===== config.mk =====
export PLATFORM = sky130hd
export DESIGN_NAME = sra_reg_bank
export DESIGN_NICKNAME = d
export VERILOG_FILES = /design/src/rtl/sra_next_addr.v /design/src/rtl/sra_reg_bank.v
export VERILOG_INCLUDE_DIRS = /design/src /design/src/rtl
export SDC_FILE = /design/constraint.sdc
export NUM_CORES = 1
export LEC_CHECK = 0
export ABC_AREA = 1
export ABC_CLOCK_PERIOD_IN_PS = 3400
export BUFFER_PORTS_ARGS = -buffer_cell sky130_fd_sc_hd__clkbuf_2
export CELL_PAD_IN_SITES_DETAIL_PLACEMENT = 2
export CELL_PAD_IN_SITES_GLOBAL_PLACEMENT = 2
export CORE_UTILIZATION = 30
export DETAILED_ROUTE_END_ITERATION = 6
export PLACE_DENSITY = 0.93
export SLEW_MARGIN = 0
export SYNTH_ARGS = -nofsm -noshare
export SYNTH_HDL_FRONTEND = slang
export SYNTH_SLANG_ARGS = --single-unit

===== constraint.sdc =====
create_clock -name clk -period 3.4 [get_ports clk]
set_clock_uncertainty 0.1 [all_clocks]
set_input_delay 0.17 -clock clk [delete_from_list [all_inputs] [get_ports clk]]
set_output_delay 0.17 -clock clk [all_outputs]
set_load 0.005 [all_outputs]

===== src/rtl/sra_consts.vh =====
/*
  Constants for the sensor register bank: offsets, field positions,
  reset values and the auto-increment targets.
  Assumes it is included by bare name from the bank and its helper.
*/
`ifndef SRA_CONSTS_VH
`define SRA_CONSTS_VH

// documented offsets
`define SRA_OFF_STATUS     8'h00
`define SRA_OFF_X_HIGH     8'h01
`define SRA_OFF_X_LOW      8'h02
`define SRA_OFF_Y_HIGH     8'h03
`define SRA_OFF_Y_LOW      8'h04
`define SRA_OFF_Z_HIGH     8'h05
`define SRA_OFF_Z_LOW      8'h06
`define SRA_OFF_RSVD_LO    8'h07
`define SRA_OFF_RSVD_HI    8'h08
`define SRA_OFF_FIFO_SETUP 8'h09
`define SRA_OFF_FIFO_TRIG  8'h0a
`define SRA_OFF_SYS_MODE   8'h0b
`define SRA_OFF_INT_SRC    8'h0c
`define SRA_OFF_MAG_START  8'h33

// extra control and interrupt registers
`define SRA_OFF_CONTROL_ONE 8'h40
`define SRA_OFF_MAG_CTRL2   8'h41
`define SRA_OFF_IRQ_STATUS  8'h42
`define SRA_OFF_IRQ_MASK    8'h43

// field positions
`define SRA_FMODE_HI     7
`define SRA_FMODE_LO     6
`define SRA_FAST_READ    1
`define SRA_HYB_OPTION   5
`define SRA_SEL_HI       1
`define SRA_SEL_LO       0
`define SRA_SEL_HYBRID   2'h3

// interrupt event bits
`define SRA_EV_SAMPLE    0
`define SRA_EV_WRAP      1
`define SRA_EV_MAG_JUMP  2
`define SRA_EV_FIFO_READ 3
`define SRA_EV_BITS      4

// reset values
`define SRA_RST_BYTE     8'h00
`define SRA_RST_EVENTS   4'h0

`endif


===== src/rtl/sra_next_addr.v =====
/*
  Auto-increment table: the offset a burst moves to after a byte.
  Assumes the caller gives the fifo, fast-read and hybrid selections
  already decoded to single bits.
*/
`timescale 1ns/10ps
`include "sra_consts.vh"

module sra_next_addr (
  // current byte and mode
  input  wire [7:0] cur,
  input  wire       fifo_on,
  input  wire       fast_read,
  input  wire       hyb_jump,
  // next offset
  output reg  [7:0] nxt
);

  // end of acceleration data: back to zero or on to the magnetics
  wire [7:0] z_end;

  assign z_end = hyb_jump ? `SRA_OFF_MAG_START : `SRA_OFF_STATUS;

  // table lookup, everything unlisted simply steps by one
  always @* begin
    nxt = cur + 8'h01;
    case (cur)
      `SRA_OFF_STATUS: nxt = `SRA_OFF_X_HIGH;
      `SRA_OFF_X_HIGH: begin
        if (fifo_on)
          nxt = `SRA_OFF_X_HIGH; // fifo drains through one byte
        else if (fast_read)
          nxt = `SRA_OFF_Y_HIGH;
        else
          nxt = `SRA_OFF_X_LOW;
      end
      `SRA_OFF_X_LOW: nxt = fast_read ? `SRA_OFF_STATUS : `SRA_OFF_Y_HIGH;
      `SRA_OFF_Y_HIGH: begin
        if (!fast_read)
          nxt = `SRA_OFF_Y_LOW;
        else if (fifo_on)
          nxt = `SRA_OFF_STATUS;
        else
          nxt = `SRA_OFF_Z_HIGH;
      end
      `SRA_OFF_Y_LOW: nxt = fast_read ? `SRA_OFF_STATUS : `SRA_OFF_Z_HIGH;
      `SRA_OFF_Z_HIGH: nxt = fast_read ? z_end : `SRA_OFF_Z_LOW;
      `SRA_OFF_Z_LOW: nxt = z_end;
      `SRA_OFF_RSVD_LO: nxt = `SRA_OFF_RSVD_HI;
      `SRA_OFF_RSVD_HI: nxt = `SRA_OFF_FIFO_SETUP;
      `SRA_OFF_FIFO_TRIG: nxt = `SRA_OFF_SYS_MODE;
      default: nxt = cur + 8'h01;
    endcase
  end

endmodule // sra_next_addr


===== src/rtl/sra_reg_bank.v =====
/*
  Lower register bank of the motion and magnetic sensor: status,
  acceleration bytes, fifo setup and trigger, system mode, interrupt
  source, plus burst pointer and a small interrupt block.
  Assumes sample, fifo and mode inputs are synchronous to clk, and a
  serial front end that turns each transferred byte into one strobe.
*/
`timescale 1ns/10ps
`include "sra_consts.vh"

module sra_reg_bank #(
  parameter SAMPLE_W = 14 // acceleration sample width
) (
  // clock and reset
  input  wire                clk,
  input  wire                arst_n,
  // register port
  input  wire [7:0]          addr,
  input  wire [7:0]          wdata,
  input  wire                wr,
  input  wire                rd,
  input  wire                seq_rd,
  output reg  [7:0]          rdata_r,
  // sensor side
  input  wire [SAMPLE_W-1:0] accel_x,
  input  wire [SAMPLE_W-1:0] accel_y,
  input  wire [SAMPLE_W-1:0] accel_z,
  input  wire                sample_strobe,
  input  wire [7:0]          data_ready_flags,
  input  wire [7:0]          fifo_status,
  input  wire [7:0]          fifo_byte,
  input  wire [7:0]          sys_mode,
  input  wire [7:0]          int_source,
  // outputs to the rest of the sensor
  output reg                 fifo_pop_r,
  output reg  [7:0]          fifo_trig_r,
  output reg  [7:0]          ptr_r,
  output reg                 irq_r
);

  // software visible storage
  reg  [7:0]              fifo_setup_r;   // fifo mode and watermark
  reg  [7:0]              control_one_r;  // fast read bit lives here
  reg  [7:0]              mag_ctrl_r;     // hybrid option and sensor select
  reg  [7:0]              status_r;       // snapshot for offset zero
  reg  [`SRA_EV_BITS-1:0] ev_stat_r;      // sticky interrupt status
  reg  [`SRA_EV_BITS-1:0] ev_mask_r;      // interrupt enables
  reg  [`SRA_EV_BITS-1:0] ev_stat_nxt;    // next sticky status
  reg  [7:0]              rdata_nxt;      // next read data
  reg  [7:0]              rd_addr;        // offset being read this cycle

  // decoded mode bits
  wire                    fifo_on;        // fifo mode field nonzero
  wire                    fast_read;      // low bytes are skipped
  wire                    hyb_mode;       // both sensors alternate
  wire                    hyb_jump;       // burst continues into magnetics
  wire                    any_rd;         // either kind of read
  wire [7:0]              nxt_addr;       // auto-increment target

  // padded low bytes, the two spare bits read zero
  wire [7:0]              x_high;
  wire [7:0]              x_low;
  wire [7:0]              y_high;
  wire [7:0]              y_low;
  wire [7:0]              z_high;
  wire [7:0]              z_low;

  // field decode
  assign fifo_on   = |fifo_setup_r[`SRA_FMODE_HI:`SRA_FMODE_LO];
  assign fast_read = control_one_r[`SRA_FAST_READ];
  // only a true hybrid setting enables the jump to the magnetics
  assign hyb_mode  = (mag_ctrl_r[`SRA_SEL_HI:`SRA_SEL_LO] == `SRA_SEL_HYBRID);
  assign hyb_jump  = mag_ctrl_r[`SRA_HYB_OPTION] & hyb_mode;
  assign any_rd    = rd | seq_rd;

  // sample slicing: high byte is the top eight bits
  assign x_high = accel_x[SAMPLE_W-1:SAMPLE_W-8];
  assign x_low  = {accel_x[SAMPLE_W-9:0], 2'h0};
  assign y_high = accel_y[SAMPLE_W-1:SAMPLE_W-8];
  assign y_low  = {accel_y[SAMPLE_W-9:0], 2'h0};
  assign z_high = accel_z[SAMPLE_W-1:SAMPLE_W-8];
  assign z_low  = {accel_z[SAMPLE_W-9:0], 2'h0};

  // which offset is read: the strobe address or the burst pointer
  always @* begin
    if (rd)
      rd_addr = addr;
    else
      rd_addr = ptr_r;
  end

  // auto-increment table
  sra_next_addr u_next (
    .cur       (rd_addr),
    .fifo_on   (fifo_on),
    .fast_read (fast_read),
    .hyb_jump  (hyb_jump),
    .nxt       (nxt_addr)
  );

  // read mux, unmapped offsets answer zero
  always @* begin
    rdata_nxt = `SRA_RST_BYTE;
    case (rd_addr)
      `SRA_OFF_STATUS:      rdata_nxt = status_r;
      `SRA_OFF_X_HIGH: begin
        if (fifo_on)
          rdata_nxt = fifo_byte;
        else
          rdata_nxt = x_high;
      end
      `SRA_OFF_X_LOW:       rdata_nxt = x_low;
      `SRA_OFF_Y_HIGH:      rdata_nxt = y_high;
      `SRA_OFF_Y_LOW:       rdata_nxt = y_low;
      `SRA_OFF_Z_HIGH:      rdata_nxt = z_high;
      `SRA_OFF_Z_LOW:       rdata_nxt = z_low;
      `SRA_OFF_RSVD_LO:     rdata_nxt = `SRA_RST_BYTE;
      `SRA_OFF_RSVD_HI:     rdata_nxt = `SRA_RST_BYTE;
      `SRA_OFF_FIFO_SETUP:  rdata_nxt = fifo_setup_r;
      `SRA_OFF_FIFO_TRIG:   rdata_nxt = fifo_trig_r;
      `SRA_OFF_SYS_MODE:    rdata_nxt = sys_mode;
      `SRA_OFF_INT_SRC:     rdata_nxt = int_source;
      `SRA_OFF_CONTROL_ONE: rdata_nxt = control_one_r;
      `SRA_OFF_MAG_CTRL2:   rdata_nxt = mag_ctrl_r;
      `SRA_OFF_IRQ_STATUS:  rdata_nxt = {4'h0, ev_stat_r};
      `SRA_OFF_IRQ_MASK:    rdata_nxt = {4'h0, ev_mask_r};
      default:              rdata_nxt = `SRA_RST_BYTE;
    endcase
  end

  // read data register, valid only in the cycle after a strobe
  always @(posedge clk or negedge arst_n) begin
    if (!arst_n) begin
      rdata_r <= `SRA_RST_BYTE;
    end else if (any_rd) begin
      rdata_r <= rdata_nxt;
    end else begin
      rdata_r <= `SRA_RST_BYTE; // zero between reads keeps traces clean
    end
  end

  // burst pointer: every byte read moves it along the table
  always @(posedge clk or negedge arst_n) begin
    if (!arst_n) begin
      ptr_r <= `SRA_OFF_STATUS;
    end else if (any_rd) begin
      ptr_r <= nxt_addr;
    end
  end

  // status snapshot: ready flags, or fifo status once the fifo runs
  always @(posedge clk or negedge arst_n) begin
    if (!arst_n) begin
      status_r <= `SRA_RST_BYTE;
    end else if (fifo_on) begin
      status_r <= fifo_status;
    end else begin
      status_r <= data_ready_flags;
    end
  end

  // fifo pop: each x high byte read in fifo mode consumes one byte
  always @(posedge clk or negedge arst_n) begin
    if (!arst_n) begin
      fifo_pop_r <= 1'b0;
    end else begin
      fifo_pop_r <= any_rd & fifo_on & (rd_addr == `SRA_OFF_X_HIGH);
    end
  end

  // writable registers; read-only offsets ignore writes
  always @(posedge clk or negedge arst_n) begin
    if (!arst_n) begin
      fifo_setup_r  <= `SRA_RST_BYTE;
      fifo_trig_r   <= `SRA_RST_BYTE;
      control_one_r <= `SRA_RST_BYTE;
      mag_ctrl_r    <= `SRA_RST_BYTE;
      ev_mask_r     <= `SRA_RST_EVENTS;
    end else if (wr) begin
      case (addr)
        `SRA_OFF_FIFO_SETUP:  fifo_setup_r  <= wdata;
        `SRA_OFF_FIFO_TRIG:   fifo_trig_r   <= wdata;
        `SRA_OFF_CONTROL_ONE: control_one_r <= wdata;
        `SRA_OFF_MAG_CTRL2:   mag_ctrl_r    <= wdata;
        `SRA_OFF_IRQ_MASK:    ev_mask_r     <= wdata[`SRA_EV_BITS-1:0];
        default: begin
          // read-only, unmapped or the interrupt status (cleared elsewhere), nothing stored
        end
      endcase
    end
  end

  // sticky events: a new event in the clearing cycle survives
  always @* begin
    ev_stat_nxt = ev_stat_r;
    if (wr && (addr == `SRA_OFF_IRQ_STATUS))
      ev_stat_nxt = ev_stat_nxt & ~wdata[`SRA_EV_BITS-1:0];
    // sets applied after the clear so they win
    if (sample_strobe)
      ev_stat_nxt[`SRA_EV_SAMPLE] = 1'b1;
    // only the end of the acceleration bytes counts, not a pointer rollover
    if (any_rd && (nxt_addr == `SRA_OFF_STATUS) && (rd_addr < `SRA_OFF_RSVD_LO))
      ev_stat_nxt[`SRA_EV_WRAP] = 1'b1;
    if (any_rd && (nxt_addr == `SRA_OFF_MAG_START) && (rd_addr < `SRA_OFF_RSVD_LO))
      ev_stat_nxt[`SRA_EV_MAG_JUMP] = 1'b1;
    if (any_rd && fifo_on && (rd_addr == `SRA_OFF_X_HIGH))
      ev_stat_nxt[`SRA_EV_FIFO_READ] = 1'b1;
  end

  // status register and level interrupt, both from flops
  always @(posedge clk or negedge arst_n) begin
    if (!arst_n) begin
      ev_stat_r <= `SRA_RST_EVENTS;
      irq_r     <= 1'b0;
    end else begin
      ev_stat_r <= ev_stat_nxt;
      irq_r     <= |(ev_stat_nxt & ev_mask_r);
    end
  end

endmodule // sra_reg_bank


==> impl_metrics.csv <==
group,metric,value,unit
finish,layout.nets,826,
floorplanning,initial_core_util,31.08,%
finish,fin_area,0.005480,sq mm
synth,synthMuxAreaShare,0,%
grt,grt_pass1_vias,5594,
setup_path,arrival,3.07,ns
power,power_leakage,2.886,nW
clock_network,clk_path_buf_depth,2,
finish,drive_above_1_share,28.35,%
routing,wirelength,22600,um
place,hpwl,15350,um
synth,synth_compound_area_share,11.93,%
hold_path,hold_path.class,"primary input to flop",
place,gp_congestion,0.8863,
job,drv_cap,0,
finish,layoutNonFillerInstCount,899,
place,dp_cells,865,
synth,yosysWarnings,0,
synth,synth_top_family_by_area,"simple AND/OR/NAND/NOR gates",
synth,syn_nets,671,
synth,yosys.area_share.simple,38.21,%
routing,via_per_inst,5.567,
floorplanning,dieHeight,119.8,um
synth,synth_area_leaders,"dfrtp_1 (40%), nand2_1 (16%), nand3_1 (6.0%)",
grt,overflow,0,
clock_network,htreeDepth,3,
routing,ant_nets,0,
grt,grtUsageTotal,32.63,%
grt,antenna_found_initial,0,
power,powerDensity,427.3,mW/mm^2
sta,tns,0,ns
clock_network,cts_resized,0,
synth,netlist_area,0.004165,sq mm
synth,yosys.area_share.adder,1.202,%
clock_network,numClockSinks,66,
setup_path,crit_path_start_kind,"flop",
floorplanning,die-area,0.01436,sq mm
sta,relSlewSlack,50.54,%
floorplanning,num_rows,42,
synth,syn_inst,563,
sta,maxSlewViolCount,0,
finish,fillers,1560,
sta,hold_violations,0,
sta,setup_viol,0,
sta,fmax,337.8,MHz
clock_network,cts-root-buf,"clkbuf_16",
floorplanning,die_w,119.8,um
sta,tightest_slew,0.7399,ns
synth,synth_seq_area_share,39.65,%
setup_path,worstSetupPathType,"flop to flop",
sta,fin_crit_sh,87.06,%
floorplanning,io_pins,130,
routing,wl_per_cell,25.14,um
grt,grt_pass1_wl,34270,um
clock_network,cts_tree,"done",
sta,grt_setup_unrepaired,"false",
clock_network,clock_latency,0.35,ns
setup_path,critPathCaptureType,"flop",
synth,yosysTopAreaCell,"dfrtp_1",
routing,vias,5005,
setup_path,cp_max_fo,8,
grt,grt_max_degree,27,
outcome,status,"finished clean",
place,placed_area,0.005021,sq mm
power,peakVddDrop,0.2088,mV
finish,syn2layout_area_growth,31.57,%
finish,diodes,0,
floorplanning,core,0.01340,sq mm
sta,period_minus_slack,2.960,ns
synth,synth_xor_area_share,1.262,%
clock_network,cts_buffers,9,
synth,synth_cell_types,37,
synth,synth_top_area_share,39.65,%
clock_network,clkTransAtPathRegs,0.07,ns
synth,synth_seq_cells,66,
setup_path,cp.required,3.51,ns
place,placement.io_buffers,129,
routing,drc,0,
routing,drt-pass1-iter-count,5,
synth,syn_avg_cell_area,7.398,sq um
routing,drt_iter0_drc,281,
-- state kept, by name (all words and copies together), names as in the netlist --
register,cells
control_one_r,8
fifo_setup_r,8
fifo_trig_r,8
mag_ctrl_r,8
ptr_r,8
rdata_r,8
status_r,8
ev_mask_r,4
ev_stat_r,4
fifo_pop_r,1
irq_r,1
-- worst paths after layout --
check / to / from / slack (ns) / depth (start not counted)
max: rdata_r[6] / ptr_r[0] / 0.44 / 11
min: rdata_r[7] / fifo_byte[7] / 0.03 / 3
max reg2reg: rdata_r[6] / ptr_r[0] / 0.44 / 11
min reg2reg: mag_ctrl_r[1] / mag_ctrl_r[1] / 0.43 / 2
max in group asynchronous: ev_mask_r[0] / arst_n / 2.07 / 3
min in group asynchronous: ptr_r[6] / arst_n / 0.31 / 2
-- cell usage after synthesis (all sizes together) --
master	instances
buf	6
o21ai	54
a22o	2
nor3	7
a221oi	8
nand4	21
dfrtp	66
a22oi	4
o2111ai	3
ha	4
a31oi	6
nand3b	1
nand2	203
clkinv	1
inv	61
clkbuf	6
nand3	54
nor2	41
xor2	6
nor4	3
a21oi	6
-- per-stage QoR --
stage                     hold WS, ns  worst slack (ns)  power, mW  utilization (%)
after global routing          0.04886            0.2868      2.425            40.90
final                         0.02589            0.4399      2.342            40.90
after global placement         0.1437            0.6943      1.338            37.47
after floorplan               -0.2256             1.152      1.147                -
after detailed placement       0.1520            0.5379      1.368            37.47
after CTS                     0.02188            0.5283      2.329            40.90
-- per-layer routing --
layer	global-route usage (%)	vias to the layer above	wire length, um
met5	0	-	0
met4	15.86	0	921
li1	-	2170	-
met2	56.39	229	11460
met1	38.90	2528	8879
met3	5.846	78	1340
-- area by class of cell --
class	count	area, sq um	share of cell area, %
clock inverters	7	53.80	0.9817
clock buffers	9	225.2	4.110
inverters	62	240.2	4.384
multi-input cells	423	2196	40.07
repair buffers	156	893.4	16.30
well taps	176	220.2	4.018
flip-flops and latches	66	1652	30.14
-- worst max-delay path, cell delays in order (launching register included) --
cell and delay (ns):
dfrtp_1 0.43, o21ai_1 0.43, inv_1 0.17, ha_1 0.28
nand3_1 0.14, inv_1 0.11, nand2_2 0.10, inv_1 0.24
nand2_1 0.14, nand4_1 0.13, a221oi_1 0.37, a21oi_1 0.17
-- layout by cell type, fill, tap and decap left out, types with 16 or more instances in the layout --
cell type	count
nand2_1	178
clkbuf_2	128
dfrtp_1	66
inv_1	57
nand3_1	50
o21ai_0	49
nor2_1	28
nand4_1	21
dlygate4sd3_1	18
nand2_2	16
-- where the power goes --
group,internal [mW],switching [mW],total (mW)
registers,0.840,0.0547,0.894
clock network,0.501,0.432,0.932
logic,0.179,0.336,0.515
total,1.52,0.822,2.34
-- cell families (layout without fill, tap and decap cells) --
family          count (synthesis)  in the layout
simple gates                  330            330
xor+xnor                        6              6
fa+ha+maj                       4              4
compound gates                 83             83
flops                          66             66
buf+inv                        74            234
-- repair_timing --
| action | 4_1_cts | 5_1_grt |
|---|---|---|
| buffers inserted | 0 | 0 |
| hold endpoints to repair | 33 | 0 |
| hold buffers | 18 | 0 |
(Power assumes the default switching activity.)
